$ cat src/pkg/eeprom_host_pkg.sv
// constants for the parallel eeprom host controller
package eeprom_host_pkg;
    localparam int CLK_HZ = 20_000_000;
    localparam int ADDR_W = 16;
    localparam int DATA_W = 8;
    localparam int PAGE_BYTES = 128;
    localparam int OFFS_W = 7;
    // strobe low time, ns, and derived cycles (least time rounds up)
    localparam int STROBE_LOW_NS = 100;
    localparam int STROBE_LOW_CYC = (STROBE_LOW_NS * (CLK_HZ / 1_000_000) + 999) / 1000;
    // strobe high gap between loads, ns (byte load interval minimum)
    localparam int LOAD_GAP_NS = 100;
    localparam int LOAD_GAP_CYC = (LOAD_GAP_NS * (CLK_HZ / 1_000_000) + 999) / 1000;
    // read access time, ns, plus three cycle margin for input synchroniser
    localparam int READ_ACC_NS = 150;
    localparam int READ_ACC_CYC = (READ_ACC_NS * (CLK_HZ / 1_000_000) + 999) / 1000 + 3;
    // byte load interval maximum, us; host waits at least this after last load
    localparam int BYTE_LOAD_INTERVAL_US = 100;
    localparam int BYTE_LOAD_INTERVAL_CYC = BYTE_LOAD_INTERVAL_US * (CLK_HZ / 1_000_000);
    // power-up write inhibit maximum, ms
    localparam int POWER_UP_WRITE_INHIBIT_MS = 10;
    localparam int POWER_UP_WRITE_INHIBIT_CYC = POWER_UP_WRITE_INHIBIT_MS * (CLK_HZ / 1000);
    // power-up read delay maximum, us
    localparam int POWER_UP_READ_DELAY_US = 100;
    localparam int POWER_UP_READ_DELAY_CYC = POWER_UP_READ_DELAY_US * (CLK_HZ / 1_000_000);
    localparam int POLL_STATUS_BIT = 7;
    localparam int ALTERNATING_STATUS_BIT = 6;
    localparam logic [ADDR_W-1:0] ADDR_RST = 16'h0000;
    localparam logic [DATA_W-1:0] DATA_RST = 8'h00;
endpackage

$ cat src/pkg/strobe_if.sv
// request channel between host sequencer and strobe timer
`timescale 1ns/10ps
interface strobe_if;
    logic start;
    logic [11:0] cycles;
    logic done;
    modport master (output start, output cycles, input done);
    modport slave (input start, input cycles, output done);
endinterface

$ cat src/hdl/eeprom_host.sv
// host controller driving a byte-wide parallel eeprom through its pins
`timescale 1ns/10ps
module eeprom_host
    import eeprom_host_pkg::*;
#(
    parameter int INHIBIT_CYC = POWER_UP_WRITE_INHIBIT_CYC,
    parameter int READ_DELAY_CYC = POWER_UP_READ_DELAY_CYC,
    parameter int LOAD_WAIT_CYC = BYTE_LOAD_INTERVAL_CYC
)
(
    input wire logic clk_i,
    input wire logic arst_n_i,
    // user side
    input wire logic req_i,
    input wire logic req_write_i,
    input wire logic req_last_i,
    input wire logic [ADDR_W-1:0] req_addr_i,
    input wire logic [DATA_W-1:0] req_data_i,
    output logic ready_o,
    output logic rd_valid_o,
    output logic [DATA_W-1:0] rd_data_o,
    output logic busy_o,
    // eeprom pins
    output logic [ADDR_W-1:0] byte_address_o,
    output logic [DATA_W-1:0] dq_o,
    output logic dq_oe_n_o,
    input wire logic [DATA_W-1:0] dq_i,
    output logic ce_n_o,
    output logic oe_n_o,
    output logic we_n_o
);
    typedef enum {
        ST_POWERUP, ST_IDLE, ST_RD, ST_WR_LOW, ST_WR_GAP, ST_LOAD_WAIT,
        ST_POLL, ST_POLL_GAP
    } state_t;

    // refuse counts the 24-bit wait counter or the page load reload cannot serve
    if (INHIBIT_CYC < 1 || READ_DELAY_CYC < 1 || READ_DELAY_CYC > INHIBIT_CYC ||
        LOAD_WAIT_CYC <= LOAD_GAP_CYC + 2 || INHIBIT_CYC >= (1 << 24) ||
        LOAD_WAIT_CYC >= (1 << 24))
    begin
        $error("eeprom_host: wait counts out of range");
    end

    state_t st_ff, nxt_st;
    logic [23:0] wait_ff, nxt_wait;
    logic [ADDR_W-1:0] addr_ff, nxt_addr;
    logic [DATA_W-1:0] dout_ff, nxt_dout;
    logic dq_oe_n_ff, nxt_dq_oe_n;
    logic ce_n_ff, nxt_ce_n;
    logic oe_n_ff, nxt_oe_n;
    logic we_n_ff, nxt_we_n;
    logic ready_ff, nxt_ready;
    logic rd_valid_ff, nxt_rd_valid;
    logic [DATA_W-1:0] rd_data_ff, nxt_rd_data;
    logic busy_ff, nxt_busy;
    logic read_ok_ff, nxt_read_ok;
    logic [DATA_W-1:0] last_data_ff, nxt_last_data;
    logic [ADDR_W-1:0] last_addr_ff, nxt_last_addr;
    logic [DATA_W-1:0] dq_meta_ff, dq_sync_ff;
    logic tim_busy_ff, nxt_tim_busy;
    strobe_if tim ();

    wait_timer u_timer (
        .clk_i(clk_i),
        .arst_n_i(arst_n_i),
        .req(tim)
    );

    // data pins come from the device's own timing, so synchronise them
    always_ff @(posedge clk_i or negedge arst_n_i)
    begin
        if (!arst_n_i)
        begin
            dq_meta_ff <= DATA_RST;
            dq_sync_ff <= DATA_RST;
        end
        else
        begin
            dq_meta_ff <= dq_i;
            dq_sync_ff <= dq_meta_ff;
        end
    end

    // sequencer: strobes change only on register edges, so no glitches
    always_comb
    begin
        nxt_st = st_ff;
        nxt_wait = wait_ff;
        nxt_addr = addr_ff;
        nxt_dout = dout_ff;
        nxt_dq_oe_n = dq_oe_n_ff;
        nxt_ce_n = ce_n_ff;
        nxt_oe_n = oe_n_ff;
        nxt_we_n = we_n_ff;
        nxt_ready = 1'b0;
        nxt_rd_valid = 1'b0;
        nxt_rd_data = rd_data_ff;
        nxt_busy = busy_ff;
        nxt_read_ok = read_ok_ff;
        nxt_last_data = last_data_ff;
        nxt_last_addr = last_addr_ff;
        nxt_tim_busy = tim_busy_ff;
        tim.start = 1'b0;
        tim.cycles = 12'h000;
        case (st_ff)
            ST_POWERUP:
            begin
                // read delay flagged after short wait; reads and writes both wait for full inhibit
                if (wait_ff != 24'h00_0000)
                begin
                    nxt_wait = wait_ff - 24'h00_0001;
                end
                if (wait_ff <= 24'(INHIBIT_CYC - READ_DELAY_CYC))
                begin
                    nxt_read_ok = 1'b1;
                end
                // both the read delay and the write inhibit must have run out
                if (wait_ff == 24'h00_0000 && read_ok_ff)
                begin
                    nxt_st = ST_IDLE;
                    nxt_ready = 1'b1;
                end
            end
            ST_IDLE:
            begin
                nxt_ready = 1'b1;
                if (req_i && ready_ff)
                begin
                    nxt_ready = 1'b0;
                    nxt_addr = req_addr_i;
                    nxt_ce_n = 1'b0;
                    tim.start = 1'b1;
                    if (req_write_i)
                    begin
                        // output enable high before write goes low
                        nxt_oe_n = 1'b1;
                        nxt_we_n = 1'b0;
                        nxt_dout = req_data_i;
                        nxt_dq_oe_n = 1'b0;
                        nxt_last_data = req_data_i;
                        nxt_last_addr = req_addr_i;
                        nxt_busy = 1'b1;
                        tim.cycles = 12'(STROBE_LOW_CYC);
                        nxt_tim_busy = req_last_i;
                        nxt_st = ST_WR_LOW;
                    end
                    else
                    begin
                        nxt_oe_n = 1'b0;
                        nxt_dq_oe_n = 1'b1;
                        tim.cycles = 12'(READ_ACC_CYC);
                        nxt_st = ST_RD;
                    end
                end
            end
            ST_RD:
            begin
                if (tim.done)
                begin
                    nxt_rd_data = dq_sync_ff;
                    nxt_rd_valid = 1'b1;
                    nxt_ce_n = 1'b1;
                    nxt_oe_n = 1'b1;
                    nxt_st = ST_IDLE;
                end
            end
            ST_WR_LOW:
            begin
                if (tim.done)
                begin
                    // data held through rising edge, then released next phase
                    nxt_we_n = 1'b1;
                    nxt_ce_n = 1'b1;
                    tim.start = 1'b1;
                    tim.cycles = 12'(LOAD_GAP_CYC);
                    nxt_st = ST_WR_GAP;
                end
            end
            ST_WR_GAP:
            begin
                nxt_dq_oe_n = 1'b1;
                if (tim.done)
                begin
                    if (tim_busy_ff)
                    begin
                        nxt_wait = 24'(LOAD_WAIT_CYC);
                        nxt_st = ST_LOAD_WAIT;
                    end
                    else
                    begin
                        // next load must come within the load interval
                        nxt_wait = 24'(LOAD_WAIT_CYC - LOAD_GAP_CYC - 2);
                        nxt_ready = 1'b1;
                        nxt_st = ST_IDLE;
                    end
                end
            end
            ST_LOAD_WAIT:
            begin
                nxt_wait = wait_ff - 24'h00_0001;
                if (wait_ff == 24'h00_0001)
                begin
                    nxt_st = ST_POLL;
                    nxt_addr = last_addr_ff;
                    nxt_ce_n = 1'b0;
                    nxt_oe_n = 1'b0;
                    tim.start = 1'b1;
                    tim.cycles = 12'(READ_ACC_CYC);
                end
            end
            ST_POLL:
            begin
                if (tim.done)
                begin
                    nxt_ce_n = 1'b1;
                    nxt_oe_n = 1'b1;
                    tim.start = 1'b1;
                    tim.cycles = 12'(LOAD_GAP_CYC);
                    // done when bit seven matches the last data written; one matching read ends the poll, no confirming read
                    if (dq_sync_ff[POLL_STATUS_BIT] == last_data_ff[POLL_STATUS_BIT])
                    begin
                        nxt_busy = 1'b0;
                        nxt_st = ST_IDLE;
                    end
                    else
                    begin
                        nxt_st = ST_POLL_GAP;
                    end
                end
            end
            ST_POLL_GAP:
            begin
                if (tim.done)
                begin
                    nxt_ce_n = 1'b0;
                    nxt_oe_n = 1'b0;
                    tim.start = 1'b1;
                    tim.cycles = 12'(READ_ACC_CYC);
                    nxt_st = ST_POLL;
                end
            end
            default:
            begin
                nxt_st = ST_IDLE;
            end
        endcase
        // a partly loaded page whose user went quiet: close it out
        if (st_ff == ST_IDLE && busy_ff && !tim_busy_ff && !(req_i && ready_ff))
        begin
            if (wait_ff != 24'h00_0000)
            begin
                nxt_wait = wait_ff - 24'h00_0001;
            end
            else
            begin
                nxt_tim_busy = 1'b1;
                nxt_wait = 24'(LOAD_WAIT_CYC);
                nxt_ready = 1'b0;
                nxt_st = ST_LOAD_WAIT;
            end
        end
        if (st_ff == ST_IDLE && nxt_st == ST_IDLE && busy_ff && req_i && ready_ff && !req_write_i)
        begin
            nxt_st = ST_IDLE;
        end
    end

    always_ff @(posedge clk_i or negedge arst_n_i)
    begin
        if (!arst_n_i)
        begin
            st_ff <= ST_POWERUP;
            wait_ff <= 24'(INHIBIT_CYC);
            addr_ff <= ADDR_RST;
            dout_ff <= DATA_RST;
            dq_oe_n_ff <= 1'b1;
            ce_n_ff <= 1'b1;
            oe_n_ff <= 1'b1;
            we_n_ff <= 1'b1;
            ready_ff <= 1'b0;
            rd_valid_ff <= 1'b0;
            rd_data_ff <= DATA_RST;
            busy_ff <= 1'b0;
            read_ok_ff <= 1'b0;
            last_data_ff <= DATA_RST;
            last_addr_ff <= ADDR_RST;
            tim_busy_ff <= 1'b0;
        end
        else
        begin
            st_ff <= nxt_st;
            wait_ff <= nxt_wait;
            addr_ff <= nxt_addr;
            dout_ff <= nxt_dout;
            dq_oe_n_ff <= nxt_dq_oe_n;
            ce_n_ff <= nxt_ce_n;
            oe_n_ff <= nxt_oe_n;
            we_n_ff <= nxt_we_n;
            ready_ff <= nxt_ready;
            rd_valid_ff <= nxt_rd_valid;
            rd_data_ff <= nxt_rd_data;
            busy_ff <= nxt_busy;
            read_ok_ff <= nxt_read_ok;
            last_data_ff <= nxt_last_data;
            last_addr_ff <= nxt_last_addr;
            tim_busy_ff <= nxt_tim_busy;
        end
    end

    assign ready_o = ready_ff;
    assign rd_valid_o = rd_valid_ff;
    assign rd_data_o = rd_data_ff;
    assign busy_o = busy_ff;
    assign byte_address_o = addr_ff;
    assign dq_o = dout_ff;
    assign dq_oe_n_o = dq_oe_n_ff;
    assign ce_n_o = ce_n_ff;
    assign oe_n_o = oe_n_ff;
    assign we_n_o = we_n_ff;
endmodule

$ cat src/hdl/wait_timer.sv
// one-shot down counter timing strobe phases and waits
`timescale 1ns/10ps
module wait_timer
    import eeprom_host_pkg::*;
(
    input wire logic clk_i,
    input wire logic arst_n_i,
    strobe_if.slave req
);
    logic [11:0] cnt_ff;
    logic [11:0] nxt_cnt;
    logic done_ff;
    logic nxt_done;

    // done pulses one cycle after count reaches one
    always_comb
    begin
        nxt_cnt = cnt_ff;
        nxt_done = 1'b0;
        if (req.start)
        begin
            nxt_cnt = req.cycles;
        end
        else if (cnt_ff != 12'h0000)
        begin
            nxt_cnt = cnt_ff - 12'h0001;
            nxt_done = (cnt_ff == 12'h0001);
        end
    end

    always_ff @(posedge clk_i or negedge arst_n_i)
    begin
        if (!arst_n_i)
        begin
            cnt_ff <= 12'h0000;
            done_ff <= 1'b0;
        end
        else
        begin
            cnt_ff <= nxt_cnt;
            done_ff <= nxt_done;
        end
    end

    assign req.done = done_ff;
endmodule

$ cat config.mk
export PLATFORM = sky130hd
export DESIGN_NAME = eeprom_host
export DESIGN_NICKNAME = d
export VERILOG_FILES = /design/src/pkg/eeprom_host_pkg.sv /design/src/pkg/strobe_if.sv /design/src/hdl/eeprom_host.sv /design/src/hdl/wait_timer.sv
export SDC_FILE = /design/constraint.sdc
export NUM_CORES = 1
export LEC_CHECK = 0
export ABC_CLOCK_PERIOD_IN_PS = 2800
export BUFFER_PORTS_ARGS = -buffer_cell sky130_fd_sc_hd__buf_2
export CORE_MARGIN = 1
export CORE_UTILIZATION = 60
export CTS_BUF_LIST = sky130_fd_sc_hd__clkbuf_4 sky130_fd_sc_hd__clkbuf_8
export CTS_CLUSTER_SIZE = 20
export DETAILED_ROUTE_END_ITERATION = 8
export PLACE_DENSITY = 0.82
export SLEW_MARGIN = 20
export SYNTH_ARGS = -nofsm -noshare
export SYNTH_HDL_FRONTEND = slang
export SYNTH_SLANG_ARGS = --single-unit
$ cat constraint.sdc
create_clock -name clk_i -period 2.8 [get_ports clk_i]
set_input_delay 0.28 -clock clk_i [delete_from_list [all_inputs] [get_ports clk_i]]
set_output_delay 0.28 -clock clk_i [all_outputs]
set_load 0.05 [all_outputs]
# == Word level (Yosys, flattened, before mapping) ==
# Index checks and enable logic that the tools add are counted.
# op_classes
add_sub_neg,2
n_lt_le_gt_ge,1
eq_ne,23
mux,70
reduce_logical,39
# op_table
op,count
$mux W32,11
$pmux W32 S8,1
$eq A32 B2 Y1 const B,4
$eq A32 B3 Y1 const B,4
$mux W24,4
$pmux W24 S3,1
$eq A32 B1 Y1 const B,1
$logic_not A32 Y1,1
$mux W1,32
$mux W16,2
$pmux W16 S2,1
$eq A24 B1 Y1 const B,1
$le A24 B18 Y1 const B,1
$logic_not A24 Y1,1
$mux W12,2
$reduce_bool A24 Y1,1
$sub A24 B1 Y24 const B,1
$mux W3,6
$reduce_and A5 Y1,3
$eq A12 B1 Y1 const B,1
$pmux W3 S4,1
$reduce_bool A12 Y1,1
$reduce_bool A4 Y1,3
$sub A12 B1 Y12 const B,1
other kinds (18),50
# totals
ff_bits,142
in_bits,37
output_inout_bits,39

# == Logic depth before layout (Yosys ltp) ==
# Gate-level depths: netlist of run 1.
# depth
word_depth,13
ltp_mapped,9
mapped_depth_nobuf,9

# == Hierarchy ==
# From an unflattened synthesis of run 1, not the netlist that was laid out.
# hier_totals
hier_cells,603
hier_area_um2,6159.7
# by_module_without_submodules
mod,n_inst,cells_per_inst,area_each_um2,seq_area_each_um2
eeprom_host,1,516,5361.4,3240.6
wait_timer,1,87,798.3,325.3

# == Worst setup path before layout of run 1 ==
# Ideal clock, no wire load.
# synth_path
path_type,register -> register
start,reg st_ff[19]
end,reg last_addr_ff[15]
setup_time_ns,0.125
t_arrival_ns,2.257
required_time_ns,2.675
path_slack_ns,0.418
stages_incl_launch_ff,8
n_path_buf,2
cell_sequence,dfrtp_1 -> or4_1 -> nor3_4 -> nand2_2 -> nor3_2 -> buf_4 -> buf_4 -> mux2_2
# synth_between
elab_chain_cells,2
# synth_lines
item,line,text
start: declaration,eeprom_host.sv:45,"state_t st_ff, nxt_st;"
start signal: assignment,eeprom_host.sv:292,st_ff <= nxt_st;
$eq A32 B1 Y1,eeprom_host.sv:106,case (st_ff)
$reduce_and A3 Y1 (no line),--,
end signal: assignment,eeprom_host.sv:306,last_addr_ff <= nxt_last_addr;
end: declaration,eeprom_host.sv:59,"logic [ADDR_W-1:0] last_addr_ff, nxt_last_addr;"
# No other way between the ends.
# A chain may end at the register's enable or synchronous reset.

# == Worst setup path after layout of run 1 ==
# layout_path
start,reg wait_ff[7]
end,reg u_timer.cnt_ff[0]
# layout_between
elab_chain_cells,4
elab_cells_between_ends,5
cone_classes,1 x eq/ne; 3 x mux; 1 x reduce/logical
# layout_lines
item,line,text
start: declaration,eeprom_host.sv:46,"logic [23:0] wait_ff, nxt_wait;"
start signal: assignment,eeprom_host.sv:274,wait_ff <= 24'(INHIBIT_CYC);
start signal: assignment,eeprom_host.sv:293,wait_ff <= nxt_wait;
$eq A24 B1 Y1 (*),eeprom_host.sv:202,if (wait_ff == 24'h00_0001)
$mux W1 (*),eeprom_host.sv:202,
$pmux W1 S3 (*),eeprom_host.sv:106,
$mux W12 / $reduce_bool A2 Y1 (equally long branches),--,
end signal: assignment,wait_timer.sv:40,cnt_ff <= nxt_cnt;
end: declaration,wait_timer.sv:10,logic [11:0] cnt_ff;
# Every way passes the cells marked *; elsewhere a longest branch is shown, timed or not.

==> flow_summary.toml, run 1 <==
[sta]
setup-tns-final_ns = 0
worst_clock_skew_ns = 0.008230
period_minus_slack_ns = 2.601
slew_violations = 0
final_setup_violating_endpoints = 0
grt_setup_unrepaired = "false"
final.period_utilization_pct = 92.90
slew_limit_headroom_pct = 57.77
timing.final.hold_violations = 0
achievable-frequency_mhz = 384.4
tightestPinTransition_ns = 0.6334

[placed_design]
gpl.final_weighted_congestion = 0.8907
placed_cells = 742
detailedPlacementHpwl_um = 8150
place.port_buffers = 75

[logic_synthesis]
avgSynthCellArea_sq_um = 12.05
summed_instance_area_of_the_synthesized_netlist_sq_um = 6107
ys_types = 68
synthCells = 507
yosysSeqAreaShare_pct = 58.39
ys_seq_elements = 142
synthFlopType = "sky130_fd_sc_hd__dfrtp_1"
synth_enable_flop_cells = 0
ys_warn_count = 0
synth-async-reset-ratio_pct = 100.0

[detailed_routing]
detail_route.first_pass.iterations = 5
drc = 0
routed-via-count = 4241
wire_per_inst_um = 15.23
via_per_inst = 5.416
antenna_left = 0
dr.first_iter.drc_count = 316
postRouteWirelength_um = 11920

[pwr]
p_seq_share_pct = 52.4
p_switching_mw = 0.9328
power.ir.vdd_worst_mv = 0.4075
power.combinational.fraction_pct = 4.4
proportion_of_power_drawn_by_the_clock_network_pct = 43.1
power.share.switching_pct = 23.16
power.density_cell_area_nw_per_um2 = 548.2
power.static_leakage_nw = 3.410
cell_internal_pwr_mw = 3.095

[critical_path]
cp_cell_sequence = "or4_4, nor4_4, and4_1, nand2b_2, a31oi_2, buf_4, nor2_1"
cp_num_buf_inv = 1
worst-path-stages = 7
start_kind = "flip-flop"
crit_required_ns = 3.14
crit-reg2reg-capture = "u_timer.cnt_ff[0]"
crit_path_max_incr_delay_ns = 0.61
critPathTopFamily = "simple AND/OR/NAND/NOR gates"
path_max_fanout = 8
endpoint_kind = "flip-flop"
timing.setup.critical_path_class = "reg -> reg"
cpMaxStageDelayCell = "sky130_fd_sc_hd__or4_4"
r2r-start = "wait_ff[7]"
crit_arrival_ns = 2.94
r2r.worst_path.cells = 7
reg2reg_setup_slack_ns = 0.20

[global_route]
grt_first_pass_wirelength_um = 19870
global_route.usage.total_pct = 25.12
grt_antenna_before_repair = 0
vias_in_the_first_global_route = 4207
grt_remaining_overflow = 0
grt_max_degree = 73

[clocking]
post_cts_resize_count = 0
clk_pin_slew_worst_paths_ns = 0.08
clock-root-buffer = "sky130_fd_sc_hd__clkbuf_8"
clk_path_buf_depth = 2
ctsHtreeMaxLevel = 4
cts_tree = "done"
insertion_delay_ns = 0.45
cts_sinks = 142
holdBufCountCts = 9
post_cts.repair.setup_buffers = 0
cts_inserted_buffers = 17

[die]
fp.dieW_um = 102.9
initial_core_util_pct = 62.19
die-height_um = 102.9
core.rowCount = 36
core_sq_um = 9819
io-pin-count = 76
die_area_sq_um = 10590

[finish]
layout.nets = 679
layout-drive-gt1-share_pct = 31.08
layout_overhead_on_the_synthesized_area_pct = 20.32
insertedDiodeCount = 0
num-fill-cells = 654
final_cells = 783

[hold_path]
whs_path_depth = 2
hold_start = "req_data_i[1]"
hold_critical_path_endpoint = "last_data_ff[1]"
worstHoldPathType = "in -> reg"

[status]
status = "complete, no violations"

[flow_run]
cap_viol_max_count = 0
cell usage after synthesis (all sizes together) (5+ instances only):
cell type    n  area, sq um
xor2         5        43.79
buf         12        86.33
ha           5        62.56
nor2        53        206.5
a21oi       29        193.9
clkbuf       5        18.77
nor4        20        205.2
inv          8        30.03
mux2        32        360.4
xnor2       21        183.9
o21ai       15        75.07
or4          9        71.32
dfstp       10        262.8
nand2       31        118.9
dfrtp      132         3303
nor3        23        136.4
or3         10        62.56
nand3       13        65.06
mux2i       19        190.2
per-stage QoR:
| step | hold slack, ns | area (sq um) | total power [mW] | utilization (%) | worst slack [ns] |
|---|---|---|---|---|---|
| CTS | 0.03593 | 7348 | 4.059 | 74.83 | 0.2205 |
| global route | 0.02613 | 7348 | 4.166 | 74.83 | 0.04015 |
| global placement | 0.3157 | 6832 | 2.315 | 69.57 | 0.3157 |
| finish | 0.05214 | 7348 | 4.028 | 74.83 | 0.1987 |
| detailed placement | 0.3297 | 6832 | 2.323 | 69.57 | 0.2281 |
| floorplan | -0.01559 | 6212 | 2.226 | - | 0.4180 |
logic make-up after synthesis:
group | count (synthesis) | synth area share [%]
AND/OR/NAND/NOR | 189 | 17.74
flip-flops | 142 | 58.39
AO/OA/AOI/OAI | 67 | 7.765
multiplexers | 51 | 9.015
XOR/XNOR | 26 | 3.729
buffers and inverters | 26 | 2.274
adder cells (fa/ha/maj) | 5 | 1.024
other | 1 | 0.06140
power groups by stage:
stage | combinational (mW) | sequential, mW | clock (mW)
4_1_cts | 0.182 | 2.11 | 1.77
3_5_place_dp | 0.171 | 2.15 | 0
5_1_grt | 0.200 | 2.12 | 1.85
6_report | 0.179 | 2.11 | 1.74
3_3_place_gp | 0.166 | 2.15 | 0
2_1_floorplan | 0.0355 | 2.19 | 0
per-layer routing:
| layer | vias to the layer above | share of wire (%) | GRT usage [%] |
|---|---|---|---|
| li1 | 2041 | - | - |
| met1 | 2086 | 44 | 33.98 |
| met2 | 98 | 50 | 39.23 |
| met3 | 16 | 4.7 | 6.915 |
| met4 | 0 | 1.1 | 9.317 |
| met5 | - | 0 | 0 |
placed cells by master, fill, tap and decap left out, types with 18 or more instances in the layout:
master                       n
sky130_fd_sc_hd__a21oi_1    18
sky130_fd_sc_hd__nor2_1     52
sky130_fd_sc_hd__xnor2_1    21
sky130_fd_sc_hd__clkbuf_8   19
sky130_fd_sc_hd__mux2i_1    19
sky130_fd_sc_hd__mux2_2     32
sky130_fd_sc_hd__dfrtp_1   132
sky130_fd_sc_hd__buf_2      74
sky130_fd_sc_hd__nand2_1    30
sky130_fd_sc_hd__nor3_1     20
sky130_fd_sc_hd__conb_1     29
final cells by class:
cell class	instances	area, sq um	area share, %
clock inverter	12	157.7	2.145
tap	133	166.4	2.265
multi-input combinational	367	2514	34.21
inverter	9	33.78	0.4597
clock buffer	20	269.0	3.661
sequential	142	3566	48.53
timing repair buffer	100	641.9	8.735
worst max-delay path by stage:
stage               startpoint                end
floorplan            st_ff[19]   last_addr_ff[15]
CTS                 wait_ff[7]  u_timer.cnt_ff[0]
detailed placement  wait_ff[7]  u_timer.cnt_ff[0]
global route        wait_ff[7]  u_timer.cnt_ff[5]
global placement    wait_ff[7]  u_timer.cnt_ff[4]
finish              wait_ff[7]  u_timer.cnt_ff[0]
state kept, by name, indices dropped and copies added, names as in the netlist, 8 cells and up:
register and flops:
st_ff 32, wait_ff 24, byte_address_o 16, last_addr_ff 16
u_timer.cnt_ff 12, dq_meta_ff 8, dq_sync_ff 8, last_data_ff 8
rd_data_o 8
(Power assumes the default switching activity.)
==> run 2, diff against run 1 <==
--- a/config.mk
+++ b/config.mk
@@ -7,6 +7,7 @@
 export LEC_CHECK = 0
 export ABC_CLOCK_PERIOD_IN_PS = 2800
 export BUFFER_PORTS_ARGS = -buffer_cell sky130_fd_sc_hd__buf_2
+export CORE_ASPECT_RATIO = 0.7
 export CORE_MARGIN = 1
 export CORE_UTILIZATION = 60
 export CTS_BUF_LIST = sky130_fd_sc_hd__clkbuf_4 sky130_fd_sc_hd__clkbuf_8
==> run 2 against run 1 <==
  * Cell count decreased by 0.89%
  * Via count grew 2.8%
  * Power decreased by 3.3%
  * Critical path depth unchanged
  * Maximum frequency increased by 0.27%
  * Critical path type unchanged
==> flow_summary.toml, run 2 (synthesis gave the netlist of run 1 again) <==
[status]
status = "complete, no violations"

[placed_design]
gpl.final_weighted_congestion = 0.8749
place.port_buffers = 75
detailedPlacementHpwl_um = 8400
placed_cells = 735

[die]
io-pin-count = 76
core.rowCount = 30
core_sq_um = 9797
fp.dieW_um = 122.6
die-height_um = 86.41
die_area_sq_um = 10590
initial_core_util_pct = 62.34

[flow_run]
cap_viol_max_count = 0

[clocking]
ctsHtreeMaxLevel = 4
clock-root-buffer = "sky130_fd_sc_hd__clkbuf_8"
insertion_delay_ns = 0.44
clk_pin_slew_worst_paths_ns = 0.09
cts_inserted_buffers = 17
cts_tree = "done"
cts_sinks = 142
clk_path_buf_depth = 2

[pwr]
power.ir.vdd_worst_mv = 0.5892
power.density_cell_area_nw_per_um2 = 533.9
power.static_leakage_nw = 3.381

[finish]
commonest_cells_after_routing_fill_and_taps_aside = "sky130_fd_sc_hd__dfrtp_1, sky130_fd_sc_hd__buf_2, sky130_fd_sc_hd__nor2_1, sky130_fd_sc_hd__mux2_2, sky130_fd_sc_hd__nand2_1"
layout-drive-gt1-share_pct = 30.86
num-fill-cells = 612
layout_overhead_on_the_synthesized_area_pct = 19.48
final_cells = 776
max_flop_register = "st_ff"
insertedDiodeCount = 0
reg_top3 = "st_ff (32), wait_ff (24)"
layout.nets = 677
most_common_cell_after_layout_fill_and_taps_aside = "sky130_fd_sc_hd__dfrtp_1"
largest_register_ff_count = 32

[sta]
final.period_utilization_pct = 92.66
slew_limit_headroom_pct = 59.08
final_setup_violating_endpoints = 0
period_minus_slack_ns = 2.594
setup-tns-final_ns = 0
timing.final.hold_violations = 0
worst_clock_skew_ns = 0.01363
achievable-frequency_mhz = 385.4
tightestPinTransition_ns = 0.6139
slew_violations = 0
grt_setup_unrepaired = "false"

[global_route]
grt_first_pass_wirelength_um = 20680
grt_max_degree = 70
grt_remaining_overflow = 0
grt_antenna_before_repair = 0
global_route.usage.total_pct = 25.77
vias_in_the_first_global_route = 4281

[critical_path]
crit_arrival_ns = 2.91
path_max_fanout = 8
start_kind = "flip-flop"
timing.setup.critical_path_class = "reg -> reg"
crit_required_ns = 3.11
endpoint_kind = "flip-flop"

[detailed_routing]
routed-via-count = 4359
detail_route.first_pass.iterations = 5
dr.first_iter.drc_count = 366
antenna_left = 0
drc = 0
wire_per_inst_um = 16.22
via_per_inst = 5.617
postRouteWirelength_um = 12580

[hold_path]
worstHoldPathType = "in -> reg"
run 2: cell types whose count changed in the layout (fill, tap and decap cells not counted), sizes merged:
| cell | delta |
|---|---|
| buf | -2 |
| bufinv | -2 |
| clkbuf | -3 |
| inv | +5 |
run 2: per-layer routing:
metal,GRT usage [%],routed length (um),up-vias
li1,-,-,2040
met1,36.37,5841,2130
met2,39.84,5833,171
met3,6.447,730,18
met4,7.428,178,0
met5,0,0,-
run 2: power breakdown:
part / total [mW] / internal [mW] / switching, mW
registers: 2.11 / 2.09 / 0.0173
logic: 0.184 / 0.0554 / 0.128
clock network: 1.60 / 0.732 / 0.869
run 2: through the flow:
stage / utilization, % / power, mW / hold slack [ns] / area (sq um) / setup slack [ns]
floorplan: - / 2.226 / -0.01559 / 6212 / 0.4180
global placement: 69.64 / 2.316 / 0.3065 / 6823 / 0.2638
detailed placement: 69.64 / 2.323 / 0.3093 / 6823 / 0.2831
CTS: 74.48 / 3.922 / 0.04428 / 7297 / 0.2404
global route: 74.48 / 4.036 / 0.04616 / 7297 / 0.06108
finish: 74.48 / 3.896 / 0.05965 / 7297 / 0.2055
run 2: final timing paths:
check                                   start  slack [ns]              end  cells past startpoint
worst max-delay path               wait_ff[7]        0.21       wait_ff[2]                      7
worst min-delay path            req_data_i[3]        0.06  last_data_ff[3]                      2
worst max register to register     wait_ff[7]        0.21       wait_ff[2]                      7
worst min register to register  dq_meta_ff[5]        0.35    dq_sync_ff[5]                      0
max in group asynchronous            arst_n_i        1.55      wait_ff[17]                      3
min in group asynchronous            arst_n_i        0.39       wait_ff[1]                      2
run 2: worst max-delay path, stage by stage, from the launching register on:
cell	delay [ns]
sky130_fd_sc_hd__dfrtp_1	0.45
sky130_fd_sc_hd__or4_4	0.61
sky130_fd_sc_hd__nor4_4	0.38
sky130_fd_sc_hd__and3_1	0.26
sky130_fd_sc_hd__nand3_1	0.25
sky130_fd_sc_hd__and3b_1	0.26
sky130_fd_sc_hd__o21ai_1	0.14
sky130_fd_sc_hd__o21ai_0	0.12
run 2: cell type report:
cell class                      count  area [sq um]  share of cell area (%)
Clock inverter                     15         150.1                   2.058
Multi-Input combinational cell    367          2514                   34.45
Tap cell                          128         160.2                   2.195
Sequential cell                   142          3566                   48.87
Inverter                            9         33.78                  0.4630
Clock buffer                       17         234.0                   3.206
Timing Repair Buffer               98         639.4                   8.762
run 2: what timing repair did:
item,in CTS,in global routing
hold endpoints to repair,71,0
setup buffers,0,0
hold buffers,9,0
endpoints found under the setup margin,0,0
resized for setup,0,0
